===== src/design/board_ctrl_pkg.sv =====
`default_nettype none
package board_ctrl_pkg;
  // ==========================================================
  // register map (byte addresses on the avalon bus)
  // ==========================================================
  localparam logic [7:0] lamp_reg_addr = 8'h1F;     // lamp control
  localparam logic [7:0] tmo_first_addr = 8'h20;    // first timeout ctrl
  localparam logic [7:0] tmo_second_addr = 8'h21;   // second timeout ctrl
  localparam logic [7:0] revision_addr = 8'h22;     // revision, read only
  localparam int addr_w = 8;                        // bus address width
  localparam int data_w = 8;                        // register width
  // ==========================================================
  // field positions and reset values
  // ==========================================================
  localparam int lamp_count = 4;                    // lamp pins
  localparam int tmo_enable_bit = 0;                // enable pin bit
  localparam int tmo_write_bit = 1;                 // write pin bit
  localparam logic [7:0] ctrl_reset = 8'h00;        // writable reset value
  localparam logic [7:0] unmapped_read = 8'h00;     // unmapped answer
  // ==========================================================
  // bus answer states
  // ==========================================================
  typedef enum logic [1:0] {
    st_idle = 2'b01,                                // waiting for request
    st_done = 2'b10                                 // answer this cycle
  } bus_state_t;
endpackage
`default_nettype wire


===== src/design/reg_access_if.sv =====
`timescale 1ns/1ps
`default_nettype none
// ==========================================================
// decoded register access between bus slave and register bank
// ==========================================================
interface reg_access_if;
  logic wr_stb;        // one-cycle write strobe
  logic [7:0] addr;    // byte address
  logic [7:0] wdata;   // write data
  logic [7:0] rdata;   // read data for addr
  modport slave (output wr_stb, output addr, output wdata, input rdata);
  modport bank (input wr_stb, input addr, input wdata, output rdata);
endinterface
`default_nettype wire


===== src/design/avalon_reg_slave.sv =====
`timescale 1ns/1ps
`default_nettype none
// ==========================================================
// avalon-mm slave: every access answered one cycle after taken
// ==========================================================
module avalon_reg_slave
  import board_ctrl_pkg::*;
(
  input wire logic clock,                 // system clock
  input wire logic arst_n,                // async reset, active low
  input wire logic [addr_w-1:0] address,  // byte address
  input wire logic read,                  // read request
  input wire logic write,                 // write request
  input wire logic [31:0] writedata,      // write data
  input wire logic [3:0] byteenable,      // byte lanes
  output logic [31:0] readdata,           // read data
  output logic waitrequest,               // stall until answer
  reg_access_if.slave acc                 // decoded access
);
  bus_state_t state;                      // answer state
  // state machine: one wait cycle, then release
  always_ff @(posedge clock or negedge arst_n) begin
    if (!arst_n) begin
      state <= st_idle;
    end else begin
      case (state)
        st_idle: if (read || write) state <= st_done;
        st_done: state <= st_idle;
        default: state <= st_idle;
      endcase
    end
  end
  // waitrequest is high at rest so a new request always stalls once
  always_ff @(posedge clock or negedge arst_n) begin
    if (!arst_n) begin
      waitrequest <= 1'b1;
    end else begin
      waitrequest <= !(state == st_idle && (read || write));
    end
  end
  // read data captured with the answer; revision sampled here
  always_ff @(posedge clock or negedge arst_n) begin
    if (!arst_n) begin
      readdata <= '0;
    end else if (state == st_idle && read) begin
      readdata <= {24'h000000, acc.rdata};
    end
  end
  assign acc.addr = address;
  assign acc.wdata = writedata[data_w-1:0];
  // write lands on the edge where waitrequest is sampled low
  assign acc.wr_stb = (state == st_done) && write && byteenable[0];
endmodule // avalon_reg_slave
`default_nettype wire


===== src/design/board_ctrl_output_regs.sv =====
`timescale 1ns/1ps
`default_nettype none
// Notes on behaviour
// - lamp bits 0..3 drive lamp pins
// - first timeout bit0 drives enable pin
// - first timeout bit1 drives write pin
// - second timeout at 0x21, bit0 enable
// - second timeout bit1 drives write pin
// - revision at 0x22 reads pins, read-only
// - revision bits sampled live at read
module board_ctrl_output_regs
  import board_ctrl_pkg::*;
(
  input wire logic clock,                      // 100 MHz clock
  input wire logic arst_n,                     // async reset, active low
  input wire logic [addr_w-1:0] address,       // avalon byte address
  input wire logic read,                       // avalon read
  input wire logic write,                      // avalon write
  input wire logic [31:0] writedata,           // avalon write data
  input wire logic [3:0] byteenable,           // avalon byte enables
  output logic [31:0] readdata,                // avalon read data
  output logic waitrequest,                    // avalon wait
  input wire logic [7:0] revision_input_pins,  // revision straps
  output logic [lamp_count-1:0] lamp_pin,      // lamp pins 0..3
  output logic timeout_first_enable_pin,       // first timeout enable
  output logic timeout_first_write_pin,        // first timeout write
  output logic timeout_second_enable_pin,      // second timeout enable
  output logic timeout_second_write_pin        // second timeout write
);
  // ==========================================================
  // bus slave
  // ==========================================================
  reg_access_if acc ();                        // decoded access
  avalon_reg_slave u_slave (
    .clock(clock),
    .arst_n(arst_n),
    .address(address),
    .read(read),
    .write(write),
    .writedata(writedata),
    .byteenable(byteenable),
    .readdata(readdata),
    .waitrequest(waitrequest),
    .acc(acc)
  );
  // ==========================================================
  // register bank
  // ==========================================================
  logic [7:0] indicator_lamp_ctrl;             // lamp register
  logic [7:0] boot_timeout_ctrl_first;         // first timeout register
  logic [7:0] boot_timeout_ctrl_second;        // second timeout register

  // write hit test, shared by all writable registers
  function automatic logic hit(input logic [7:0] a, input logic [7:0] r);
    hit = (a == r);
  endfunction

  always_ff @(posedge clock or negedge arst_n) begin
    if (!arst_n) begin
      indicator_lamp_ctrl <= ctrl_reset;
    end else if (acc.wr_stb && hit(acc.addr, lamp_reg_addr)) begin
      indicator_lamp_ctrl <= acc.wdata;
    end
  end
  always_ff @(posedge clock or negedge arst_n) begin
    if (!arst_n) begin
      boot_timeout_ctrl_first <= ctrl_reset;
    end else if (acc.wr_stb && hit(acc.addr, tmo_first_addr)) begin
      boot_timeout_ctrl_first <= acc.wdata;
    end
  end
  always_ff @(posedge clock or negedge arst_n) begin
    if (!arst_n) begin
      boot_timeout_ctrl_second <= ctrl_reset;
    end else if (acc.wr_stb && hit(acc.addr, tmo_second_addr)) begin
      boot_timeout_ctrl_second <= acc.wdata;
    end
  end

  // read mux; revision writes fall through with no effect
  always_comb begin
    case (acc.addr)
      lamp_reg_addr: acc.rdata = indicator_lamp_ctrl;
      tmo_first_addr: acc.rdata = boot_timeout_ctrl_first;
      tmo_second_addr: acc.rdata = boot_timeout_ctrl_second;
      revision_addr: acc.rdata = revision_input_pins;
      default: acc.rdata = unmapped_read;
    endcase
  end

  // ==========================================================
  // pin drivers, registered so outputs come from flip-flops
  // ==========================================================
  // pins follow registers one cycle later; the added lag is harmless
  // for slow board controls and keeps the outputs glitch free
  genvar i;
  generate
    for (i = 0; i < lamp_count; i++) begin : g_lamp
      always_ff @(posedge clock or negedge arst_n) begin
        if (!arst_n) begin
          lamp_pin[i] <= 1'b0;
        end else begin
          lamp_pin[i] <= indicator_lamp_ctrl[i];
        end
      end
    end
  endgenerate

  // timeout pins from their control bits
  always_ff @(posedge clock or negedge arst_n) begin
    if (!arst_n) begin
      timeout_first_enable_pin <= 1'b0;
      timeout_first_write_pin <= 1'b0;
      timeout_second_enable_pin <= 1'b0;
      timeout_second_write_pin <= 1'b0;
    end else begin
      timeout_first_enable_pin <= boot_timeout_ctrl_first[tmo_enable_bit];
      timeout_first_write_pin <= boot_timeout_ctrl_first[tmo_write_bit];
      timeout_second_enable_pin <= boot_timeout_ctrl_second[tmo_enable_bit];
      timeout_second_write_pin <= boot_timeout_ctrl_second[tmo_write_bit];
    end
  end
endmodule // board_ctrl_output_regs
`default_nettype wire


===== config.mk =====
export PLATFORM = sky130hd
export DESIGN_NAME = board_ctrl_output_regs
export DESIGN_NICKNAME = d
export VERILOG_FILES = /design/src/design/board_ctrl_pkg.sv /design/src/design/reg_access_if.sv /design/src/design/avalon_reg_slave.sv /design/src/design/board_ctrl_output_regs.sv
export SDC_FILE = /design/constraint.sdc
export NUM_CORES = 1
export LEC_CHECK = 0
export CORE_UTILIZATION = 56
export DETAILED_ROUTE_END_ITERATION = 6
export DONT_BUFFER_PORTS = 1
export HOLD_SLACK_MARGIN = 0.05
export MAX_ROUTING_LAYER = met4
export PLACE_DENSITY = 0.77
export REMOVE_ABC_BUFFERS = 1
export SLEW_MARGIN = 20
export SYNTH_ARGS = -nofsm -noshare
export SYNTH_HDL_FRONTEND = slang
export SYNTH_SLANG_ARGS = --single-unit

===== constraint.sdc =====
create_clock -name clock -period 1.67 [get_ports clock]
set_input_delay 0 -clock clock [delete_from_list [all_inputs] [get_ports clock]]
set_output_delay 0 -clock clock [all_outputs]
set_load 0.01 [all_outputs]

Word-level counts from Yosys, hierarchy flattened
Cells that the tools add are included.
Cells by class
  reduce and logical (&&, ||, !) cells: 9
  equal/unequal tests: 7
  muxes and demuxes: 3
Operators by type and width (number)
  $pmux W8 S4: 1
  $eq A8 B6 Y1 const B: 3
  $eq A8 B5 Y1 const B: 1
  $logic_and A1 B1 Y1: 7
  $mux W2: 2
  $eq A2 B1 Y1 const B: 1
  $eq A2 B2 Y1 const B: 1
  $ne A2 B1 Y1 const B: 1
  $logic_not A1 Y1: 1
  $logic_or A1 B1 Y1: 1
Storage, ports and cells
  logic and storage cells: 33
  output and inout bits: 41
  input bits: 56
  flip-flop bits (word level): 43

Longest topological paths before layout
Gate-level depths: netlist (run 1).
  depth in word-level cells: 4
  mapped depth: 6
  depth with buffers taken out: 4

Cells and area by module
A second synthesis (run 1) with hierarchy kept.
Unflattened totals
  cell total of the unflattened synthesis: 164
  area, all modules: 2183.3 µm²
Modules (own cells, without submodules)
  board_ctrl_output_regs: seq. area each 800.8 µm², times used 1, cells each 98, area each 1457.6 µm²
  avalon_reg_slave: seq. area each 277.8 µm², times used 1, cells each 66, area each 725.7 µm²

Worst setup path after synthesis (run 1)
No wires, ideal clock.
  path type: input-to-reg
  start: input address[1]
  end: register indicator_lamp_ctrl[0]
  buffers on the path: 2
  library setup time: 0.125 ns
  cell stages on the path: 6
  data required time: 1.545 ns
  path slack: 0.079 ns
  data arrival time: 1.466 ns
  cells stage by stage: clkbuf_2 -> nand2_1 -> nor4_2 -> and2_1 -> buf_4 -> mux2_2
Between the ends
  longest elaborated chain between the ends: 2
Ends and longest elaborated chain
  start: declaration: line board_ctrl_output_regs.sv:16  | input wire logic [addr_w-1:0] address,
  $eq A8 B5 Y1: line board_ctrl_output_regs.sv:55  | hit = (a == r);
  $logic_and A1 B1 Y1: line board_ctrl_output_regs.sv:61  | end else if (acc.wr_stb && hit(acc.addr, lamp_reg_addr)) begin
  end signal: assignment: line board_ctrl_output_regs.sv:60  | indicator_lamp_ctrl <= ctrl_reset;
  end signal: assignment: line board_ctrl_output_regs.sv:62  | indicator_lamp_ctrl <= acc.wdata;
  end: declaration: line board_ctrl_output_regs.sv:49  | logic [7:0] indicator_lamp_ctrl;
Every way passes these cells.
A chain may end at the register's enable or synchronous reset.

Worst setup path after layout (run 1)
  start: register u_slave.state[0]
  end: register boot_timeout_ctrl_first[2]
Between the ends
  longest elaborated chain between the ends: 4
Ends and longest elaborated chain
  start: declaration: line avalon_reg_slave.sv:20  | bus_state_t state;
  start signal: assignment: line avalon_reg_slave.sv:24  | state <= st_idle;
  start signal: assignment: line avalon_reg_slave.sv:27  | st_idle: if (read || write) state <= st_done;
  start signal: assignment: line avalon_reg_slave.sv:28  | st_done: state <= st_idle;
  $eq A2 B2 Y1: line avalon_reg_slave.sv:52  | assign acc.wr_stb = (state == st_done) && write && byteenable[0];
  $logic_and A1 B1 Y1 (2 in a row): line avalon_reg_slave.sv:52
  $logic_and A1 B1 Y1: line board_ctrl_output_regs.sv:68  | end else if (acc.wr_stb && hit(acc.addr, tmo_first_addr)) begin
  end signal: assignment: line board_ctrl_output_regs.sv:67  | boot_timeout_ctrl_first <= ctrl_reset;
  end signal: assignment: line board_ctrl_output_regs.sv:69  | boot_timeout_ctrl_first <= acc.wdata;
  end: declaration: line board_ctrl_output_regs.sv:50  | logic [7:0] boot_timeout_ctrl_first;
Every way passes these cells.

==> metrics.txt, run 1 <==
status complete, no violations; Mapped Cells 162; Min Clock Period, post-route 1.621 ns; mux contribution to synthesized area roughly 14%; # setup viols final 0; worst-path maximum fanout 4; static leakage between 1 and 1.5 nW; post-synthesis compound-gate area fraction around 10%; crit path kind reg -> reg; vias in the first global route approximately 1.3k; Syn Area/Cell ~12 um2; Final nets 247; drt drc 0; PD cells between 1000 and 1500 mW/mm2; Power, Total about 2.3 mW; Post-synth top flop dfrtp_1; placed cells approximately 210; yosys warns 0; Via density ~5.5; worst hold path class in -> reg; Critical Path Source u_slave.state[0]; routed wire length about 4100 um; Synth Register Bits between 40 and 50; core area ~0.0034 mm2; FP Rows 21; period utilisation layout between 90% and 100%; Post-synth EDFFs 0; clk sinks 43; simple-gate share of the synthesized area roughly 11%; Root Driver clkbuf_4; Critical Path Sink Type flip-flop; clock slew at reported path FFs between 0.1 and 0.15 ns; First-pass DRT Iterations 4; largest family of logic cells by synthesized area multiplexers; Post-Syn Area around 0.002 mm2; initial antenna violation count 0; unrepaired setup endpoints after global routing false; I/O pins slightly below 100; asr flop ratio synth between 90% and 100%; total track usage between 20% and 30%; crit path DAT 1.88 ns; hpwl dp around 2800 um; slack of the critical path approximately 0.05 ns; Die Area between 0.003 and 0.004 mm2; post-DR wirelength/cell around 17 um; GP Congestion just over 0.8; largest net degree at the start of global routing 44; cts bufs inserted 5; post-CTS setup buffers 0; peak supply drop 0.6514 mV; hold path start revision_input_pins[7]; GR Overflow Total 0; Final Hold Fails 0; Die Y roughly 62 um; post-synthesis xor/xnor area fraction 0%; Finished Layout Cells around 240; commonest non-fill, non-tap cell in the layout dfrtp_1; Place WS -0.05262 ns; area growth from synthesis to layout 13.57%; # Max-Cap Violations 0; drt initial violations 80; first-pass GRT wire length approximately 6500 um; antenna diode count 0; final slew viol count 0; Yosys cell types 28; vias between 1k and 1.5k; Die X-Extent around 62 um; Setup crit start kind flip-flop; CTS tree done; quantity of I/O buffers inserted on ports 0; critical path required time slightly below 2 ns; Max Buffers Root-to-Sink 2; fmax 616.8 MHz; # H-tree levels 2; Worst R2R Start u_slave.state[0]; Post-Synth Adder-Cell Area 0%; sequential element share of the synthesized area a little over half; Clock Latency Late Sink about 0.36 ns; layout cells sized above 1 between 20% and 30%; Routed Antenna Nets 0; initial core utilization about three fifths; commonest non-fill, non-tap cells in the layout dfrtp_1, mux2_2, conb_1; Clock Skews slightly above 0.008 ns
==> logic make-up after synthesis <==
group,count (synthesis)
other,1
AOI/OAI and AO/OA,26
DFF,43
muxes,25
and+or+nand+nor,34
buffers and inverters,33
==> critical path, stage by stage (launching register included) <==
cell and delay (ns):
dfstp_2 0.39, nand4b_1 0.28, nor4b_4 0.32, buf_4 0.21
mux2_2 0.34
==> synth_stat cells, types with 2 or more instances <==
| library cell | number | area share (%) |
|---|---|---|
| buf_4 | 26 | 9.7 |
| nor2_1 | 10 | 1.9 |
| nand2_1 | 10 | 1.9 |
| nand4b_1 | 2 | 0.87 |
| and2_1 | 2 | 0.62 |
| nor2b_1 | 3 | 0.93 |
| dfstp_2 | 2 | 2.6 |
| a221oi_1 | 7 | 3.0 |
| dfrtp_1 | 41 | 51 |
| mux2_2 | 24 | 13 |
| a211oi_1 | 8 | 3.0 |
| a22o_1 | 7 | 3.0 |
| clkbuf_1 | 2 | 0.37 |
| o21ai_0 | 3 | 0.75 |
| inv_1 | 2 | 0.37 |
==> final timing paths <==
| kind | cells past startpoint | endpoint | slack [ns] |
|---|---|---|---|
| worst max-delay path | 4 | boot_timeout_ctrl_first[2] | 0.05 |
| worst min-delay path | 4 | u_slave.readdata[7] | 0.06 |
| worst max register to register | 4 | boot_timeout_ctrl_first[2] | 0.05 |
| worst min register to register | 0 | timeout_first_enable_pin | 0.41 |
| max in group asynchronous | 2 | u_slave.state[0] | 1.31 |
| min in group asynchronous | 2 | timeout_first_write_pin | 0.09 |
==> state kept, by name, summed over array words and instances (netlist names) <==
register,cells
u_slave.waitrequest,1
timeout_first_enable_pin,1
boot_timeout_ctrl_first,8
u_slave.state,2
timeout_second_enable_pin,1
lamp_pin,4
indicator_lamp_ctrl,8
u_slave.readdata,8
timeout_second_write_pin,1
timeout_first_write_pin,1
boot_timeout_ctrl_second,8
==> power breakdown <==
group	total (mW)	internal, mW	switching [mW]	leakage [nW]
Clock	0.505	0.163	0.343	0.0282
Sequential	1.34	1.20	0.142	0.583
Combinational	0.474	0.215	0.259	0.498
==> layer usage <==
metal	up-vias	global-route usage (%)	wire length, um
met5	-	-	0
met1	649	30.46	1694
met4	0	9.524	72
li1	590	-	-
met2	59	41.47	2116
met3	4	7.039	260
==> what timing repair did <==
item                                    4_1_cts  5_1_grt
resized for setup                             1        3
pin swaps                                     0        1
endpoints found under the hold margin        78        1
endpoints found under the setup margin        7       10
hold buffers                                 17        1
==> through the flow <==
stage | instance area [um2] | setup TNS [ns] | hold slack (ns) | util [%]
2_1_floorplan | 1881 | -2.285 | -0.2956 | -
3_3_place_gp | 2028 | 0 | -0.2948 | 59.84
3_5_place_dp | 2028 | -0.3642 | -0.2947 | 59.84
4_1_cts | 2267 | 0 | 0.05579 | 66.89
5_1_grt | 2283 | 0 | 0.07468 | 67.37
6_report | 2283 | 0 | 0.05819 | 67.37
==> final cells by class <==
type                       count  area [um2]
fill                         266        1106
sequential                    43        1079
multi-input combinational    109       805.8
timing repair buffer          30       280.3
tap                           46       57.56
clock buffer                   6       41.29
clock inverter                 2       12.51
inverter                       2       7.507
Note: power is estimated with default switching activity, not from simulation.
==> run 2, diff against run 1 <==
CAP_MARGIN = 0   (was not set)
CORE_UTILIZATION = 62   (was 56)
PLACE_DENSITY = 0.81   (was 0.77)
clock period = 1.5 ns   (was 1.67 ns; I/O delays follow)
==> metrics.txt, run 2 (synthesis gave the netlist of run 1 again) <==
commonest non-fill, non-tap cells in the layout dfrtp_1, conb_1, dlygate4sd3_1; drt drc 0 (unchanged); Die X-Extent 58.95 um (-4.8%); First-pass DRT Iterations 6 (+2); quantity of I/O buffers inserted on ports 0 (unchanged); commonest non-fill, non-tap cell in the layout dfrtp_1; failing checks setup timing; crit-path cells nand4b_1 > nor4b_4 > buf_4 > mux2_4; vias 1420 (+9.1%); critical path required time 1.76 ns (-0.17 ns); Final Util 79.30% (+12 points); PD cells 1123 mW/mm2 (+10%); Clock Latency Late Sink 0.37 ns (about the same); antenna diode count 0 (unchanged); CP bufs+invs 1 (unchanged); # Max-Cap Violations 0 (unchanged); worst-path maximum fanout 4 (unchanged); period utilisation layout 104.3% (+7.2 points); Clock Skews 0.01166 ns (+0.003401 ns); # setup viols final 24 (+24); routed wire length 4605 um (+11%); drt initial violations 30 (-63%); placed cells 217 (+2.4%); Finished Layout Cells 244 (+2.5%); clk sinks 43 (unchanged); cts bufs inserted 5 (unchanged); max incr delay on CP 0.39 ns (about the same); Final Cell Area 0.002421 mm2 (+6.0%); P_int 1.831 mW (+16%); core area 0.003053 mm2 (-9.9%); total track usage 29.19% (+3.6 points); final setup TNS -0.7589 ns (-0.7589 ns); Via density 5.820 (+6.4%); initial antenna violation count 0 (unchanged); placed cell areas 0.002091 mm2 (+3.1%); Final Hold Fails 0 (unchanged); Sw Ratio 32.68% (+0.66 points); Die Y 58.95 um (-4.8%); unrepaired setup endpoints after global routing true; Max stage delay cell, worst path dfstp_2; Routed Antenna Nets 0 (unchanged); Critical Path Sink Type flip-flop; peak supply drop 0.7095 mV (+8.9%); Top delay family on crit path simple AND/OR/NAND/NOR gates; largest net degree at the start of global routing 44 (unchanged); Min Clock Period, post-route 1.564 ns (-0.05729 ns); static leakage 1.176 nW (+6.1%); clock slew at reported path FFs 0.12 ns (about the same); Die Area 0.003475 mm2 (-9.4%); Clock Power Share 21.2% (-0.6 points); slack of the critical path -0.06399 ns (-0.1127 ns); P_sw 0.8888 mW (+19%); final slew viol count 0 (unchanged); worst hold path class in -> reg; FP Rows 20 (-4.8%); Root Driver clkbuf_4; crit path kind reg -> reg; GP Congestion 0.8680 (+7.3%); Setup crit start kind flip-flop; I/O pins 97 (unchanged); # H-tree levels 2 (unchanged); first-pass GRT wire length 6969 um (+8.0%); Hold WS 0.06665 ns (+0.008459 ns); crit path DAT 1.82 ns (-0.06 ns); fmax 639.4 MHz (+3.7%); hpwl dp 2970 um (+4.5%); post-DR wirelength/cell 18.87 um (+8.4%); area growth from synthesis to layout 20.41%; Max Buffers Root-to-Sink 2 (unchanged); post-CTS setup buffers 0 (unchanged); layout cells sized above 1 33.50% (+4.3 points); vias in the first global route 1510 (+13%); GR Overflow Total 0 (unchanged); initial core utilization 65.86% (+6.5 points); status finished, violations left; combinational power share 23.1% (+2.7 points); Final nets 255 (+3.2%); sequential power share 55.6% (-2.2 points); CTS tree done
-- run 2: cell types whose count changed in the layout (fill, tap and decap cells not counted), sizes merged --
cell	previous run	this run
buf	13	20
clkbuf	6	5
clkinv	1	0
clkinvlp	1	2
dlygate4sd3	17	18
inv	2	3
-- run 2: layout make-up --
| cell class | count | area, um2 |
|---|---|---|
| Clock buffer | 5 | 37.54 |
| Clock inverter | 3 | 23.77 |
| Fill cell | 198 | 631.9 |
| Inverter | 2 | 7.507 |
| Multi-Input combinational cell | 109 | 859.6 |
| Sequential cell | 43 | 1079 |
| Tap cell | 44 | 55.05 |
| Timing Repair Buffer | 38 | 359.1 |
-- run 2: routing by layer --
| layer | global-route usage, % | wire length [um] | vias up |
|---|---|---|---|
| met2 | 50.32 | 2565 | 59 |
| met3 | 8.352 | 263 | 13 |
| met1 | 30.29 | 1659 | 736 |
| met4 | 14.63 | 116 | 0 |
| met5 | - | 0 | - |
| li1 | - | - | 612 |
-- run 2: path summary, 6_finish.rpt --
| check | start | end | slack (ns) | cells past startpoint |
|---|---|---|---|---|
| max in group asynchronous | arst_n | u_slave.state[0] | 1.15 | 2 |
| max reg2reg | u_slave.state[0] | boot_timeout_ctrl_first[3] | -0.06 | 4 |
| max | u_slave.state[0] | boot_timeout_ctrl_first[3] | -0.06 | 4 |
| min reg2reg | boot_timeout_ctrl_second[1] | timeout_second_write_pin | 0.41 | 0 |
| min in group asynchronous | arst_n | lamp_pin[0] | 0.08 | 2 |
| min | revision_input_pins[2] | u_slave.readdata[2] | 0.07 | 3 |
-- run 2: through the flow --
step,setup slack (ns),power (mW)
2_1_floorplan,-0.4194,1.794
3_3_place_gp,-0.07286,1.983
3_5_place_dp,-0.09497,2.015
4_1_cts,-0.06855,2.665
5_1_grt,-0.1082,2.854
6_report,-0.06399,2.719
-- run 2: worst min-delay path, stage by stage --
cell and delay (ns):
a22o_1 0.10, a221oi_1 0.06, a211oi_1 0.21
-- run 2: timing repair --
item                                    4_1_cts  5_1_grt
resized for setup                             8        9
pin swaps                                     0        1
endpoints found under the hold margin        78        0
endpoints found under the setup margin       31       31
hold buffers                                 19        0
-- run 2: power by group through the flow --
stage,Combinational [mW],Clock (mW),Sequential (mW)
after floorplan,0.303,0,1.49
after global placement,0.469,0,1.51
after detailed placement,0.490,0,1.52
after CTS,0.577,0.588,1.50
after global routing,0.694,0.634,1.53
final,0.629,0.577,1.51
==> run 3, diff against run 2 <==
GPL_TIMING_DRIVEN = 0   (was not set)
==> metrics.txt, run 3 (synthesis gave the netlist of run 1 again) <==
status finished, violations left; failing checks setup timing; reg-to-reg slack, setup -0.05 ns (about the same); largest net degree at the start of global routing 44 (unchanged); peak supply drop 0.5779 mV (-19%); Max Buffers Root-to-Sink 2 (unchanged); commonest non-fill, non-tap cells in the layout dfrtp_1, conb_1, dlygate4sd3_1; unrepaired setup endpoints after global routing true; r2r endpoint indicator_lamp_ctrl[7]; Final Cell Area 0.002346 mm2 (-3.1%); final slew viol count 0 (unchanged); crit path DAT 1.78 ns (-0.04 ns); Finished Layout Cells 234 (-4.1%); period utilisation layout 103.5% (-0.80 points); CP bufs+invs 1 (unchanged); Die Area 0.003475 mm2 (unchanged); PD cells 1095 mW/mm2 (-2.5%); GR Overflow Total 0 (unchanged); First-pass DRT Iterations 4 (-2); sequential power share 58.9% (+3.3 points); initial core utilization 65.86% (unchanged); total track usage 27.36% (-1.8 points); clk sinks 43 (unchanged); Max-slew headroom between 50% and 60%; crit path kind reg -> reg; Hold EP u_slave.readdata[3]; Sw Ratio 32.36% (-0.32 points); Max stage delay cell, worst path dfstp_2; Via density 5.774 (-0.79%); Clock Skews 0.01536 ns (+0.003703 ns); layout cells sized above 1 29.47% (-4.0 points); core area 0.003053 mm2 (unchanged); quantity of I/O buffers inserted on ports 0 (unchanged); # Max-Cap Violations 0 (unchanged); worst hold path class in -> reg; Worst R2R Start u_slave.state[0]; Setup crit start kind flip-flop; hold path start address[4]; slack of the critical path -0.05198 ns (+0.01201 ns); # setup viols final 28 (+17%); worst-path maximum fanout 8 (+4); Clock Power Share 20.9% (-0.3 points); P_sw 0.8313 mW (-6.5%); Top delay family on crit path simple AND/OR/NAND/NOR gates; hpwl dp 2575 um (-13%); first-pass GRT wire length 6506 um (-6.6%); I/O pins 97 (unchanged); Die Y 58.95 um (unchanged); crit-path cells nand4b_1 > inv_1 > and2_4 > mux2_2; vias in the first global route 1401 (-7.2%); area growth from synthesis to layout 16.68%; Place WS -0.9114 ns (-0.8164 ns); Worst Reg-to-Reg Cells 4 (unchanged); cts bufs inserted 5 (unchanged); critical path required time 1.73 ns (-0.03 ns); # H-tree levels 2 (unchanged); max incr delay on CP 0.39 ns (about the same); worst slew pin tran 0.7330 ns; placed cells 198 (-8.8%); FP Rows 20 (unchanged); CTS tree done; Min Clock Period, post-route 1.552 ns (-0.01201 ns); antenna diode count 0 (unchanged); initial antenna violation count 0 (unchanged); static leakage 1.147 nW (-2.5%); clock slew at reported path FFs 0.13 ns (about the same); drt initial violations 69 (+130%); Hold Path Cell Cnt 4 (+1); combinational power share 20.2% (-2.9 points); vias 1351 (-4.9%); Routed Antenna Nets 0 (unchanged); post-DR wirelength/cell 18.57 um (-1.6%); P_int 1.738 mW (-5.1%); Root Driver clkbuf_4; routed wire length 4346 um (-5.6%); commonest non-fill, non-tap cell in the layout dfrtp_1; Clock Latency Late Sink 0.35 ns (-0.02 ns); Critical Path Sink Type flip-flop; drt drc 0 (unchanged); fmax 644.3 MHz (+0.77%); GP Congestion 0.7650 (-12%); Die X-Extent 58.95 um (unchanged); Final Hold Fails 0 (unchanged); placed cell areas 0.001936 mm2 (-7.4%); Final nets 245 (-3.9%)
[run 3: cell types whose count changed in the layout (fill, tap and decap cells not counted), sizes merged]
cell	previous run	this run
clkinvlp	2	0
clkinv	0	3
buf	20	11
inv	3	2
dlygate4sd3	18	17
[run 3: worst max path at each step]
stage	startpoint	to	slack, ns	cells past startpoint
2_1_floorplan	address[3]	boot_timeout_ctrl_first[0]	-0.42	4
3_3_place_gp	address[3]	boot_timeout_ctrl_first[3]	-0.87	4
3_5_place_dp	address[3]	boot_timeout_ctrl_first[3]	-0.91	4
4_1_cts	u_slave.state[0]	boot_timeout_ctrl_first[5]	-0.09	4
5_1_grt	u_slave.state[0]	u_slave.readdata[6]	-0.12	5
6_report	u_slave.state[0]	indicator_lamp_ctrl[7]	-0.05	4
[run 3: what timing repair did]
action | CTS | global route
setup buffers | 6 | 4
pin swaps | 3 | 4
hold endpoints to repair | 78 | 11
resized for setup | 14 | 8
setup endpoints to repair | 31 | 32
hold buffers | 16 | 3
[run 3: per-stage QoR]
| step | hold WS [ns] | utilization, % | TNS (ns) | power [mW] |
|---|---|---|---|---|
| after global placement | -0.2948 | 63.40 | -19.95 | 1.872 |
| final | 0.01450 | 76.84 | -0.8028 | 2.569 |
| after global routing | 0.01953 | 76.84 | -2.980 | 2.696 |
| after detailed placement | -0.2948 | 63.40 | -21.30 | 1.901 |
| after CTS | -0.2148 | 74.18 | -0.9582 | 2.545 |
| after floorplan | -0.2956 | - | -5.537 | 1.794 |
[run 3: area by class of cell]
cell class	count	area, um2
multi-input combinational	109	883.3
tap	44	55.05
inverter	2	7.507
fill	208	706.9
clock buffer	5	37.54
timing repair buffer	28	269.0
sequential	43	1079
clock inverter	3	15.01
[run 3: worst reg2reg max path, stage by stage, from the launching register on]
cell	delay, ns
dfstp_2	0.39
nand4b_1	0.26
inv_1	0.19
and2_4	0.25
mux2_2	0.36
[run 3: metal layers]
layer	vias to the layer above	global-route usage (%)	wire [um]	part of all wire, %
li1	588	-	-	-
met1	689	30.53	1723	40
met2	66	43.34	2284	53
met3	8	6.593	266	6.1
met4	0	18.71	72	1.7
met5	-	-	0	0
[run 3: power by group through the flow]
stage / sequential, mW / combinational, mW / clock (mW)
floorplan: 1.49 / 0.303 / 0
global placement: 1.52 / 0.355 / 0
detailed placement: 1.53 / 0.372 / 0
CTS: 1.51 / 0.498 / 0.540
global route: 1.52 / 0.588 / 0.586
finish: 1.51 / 0.518 / 0.538
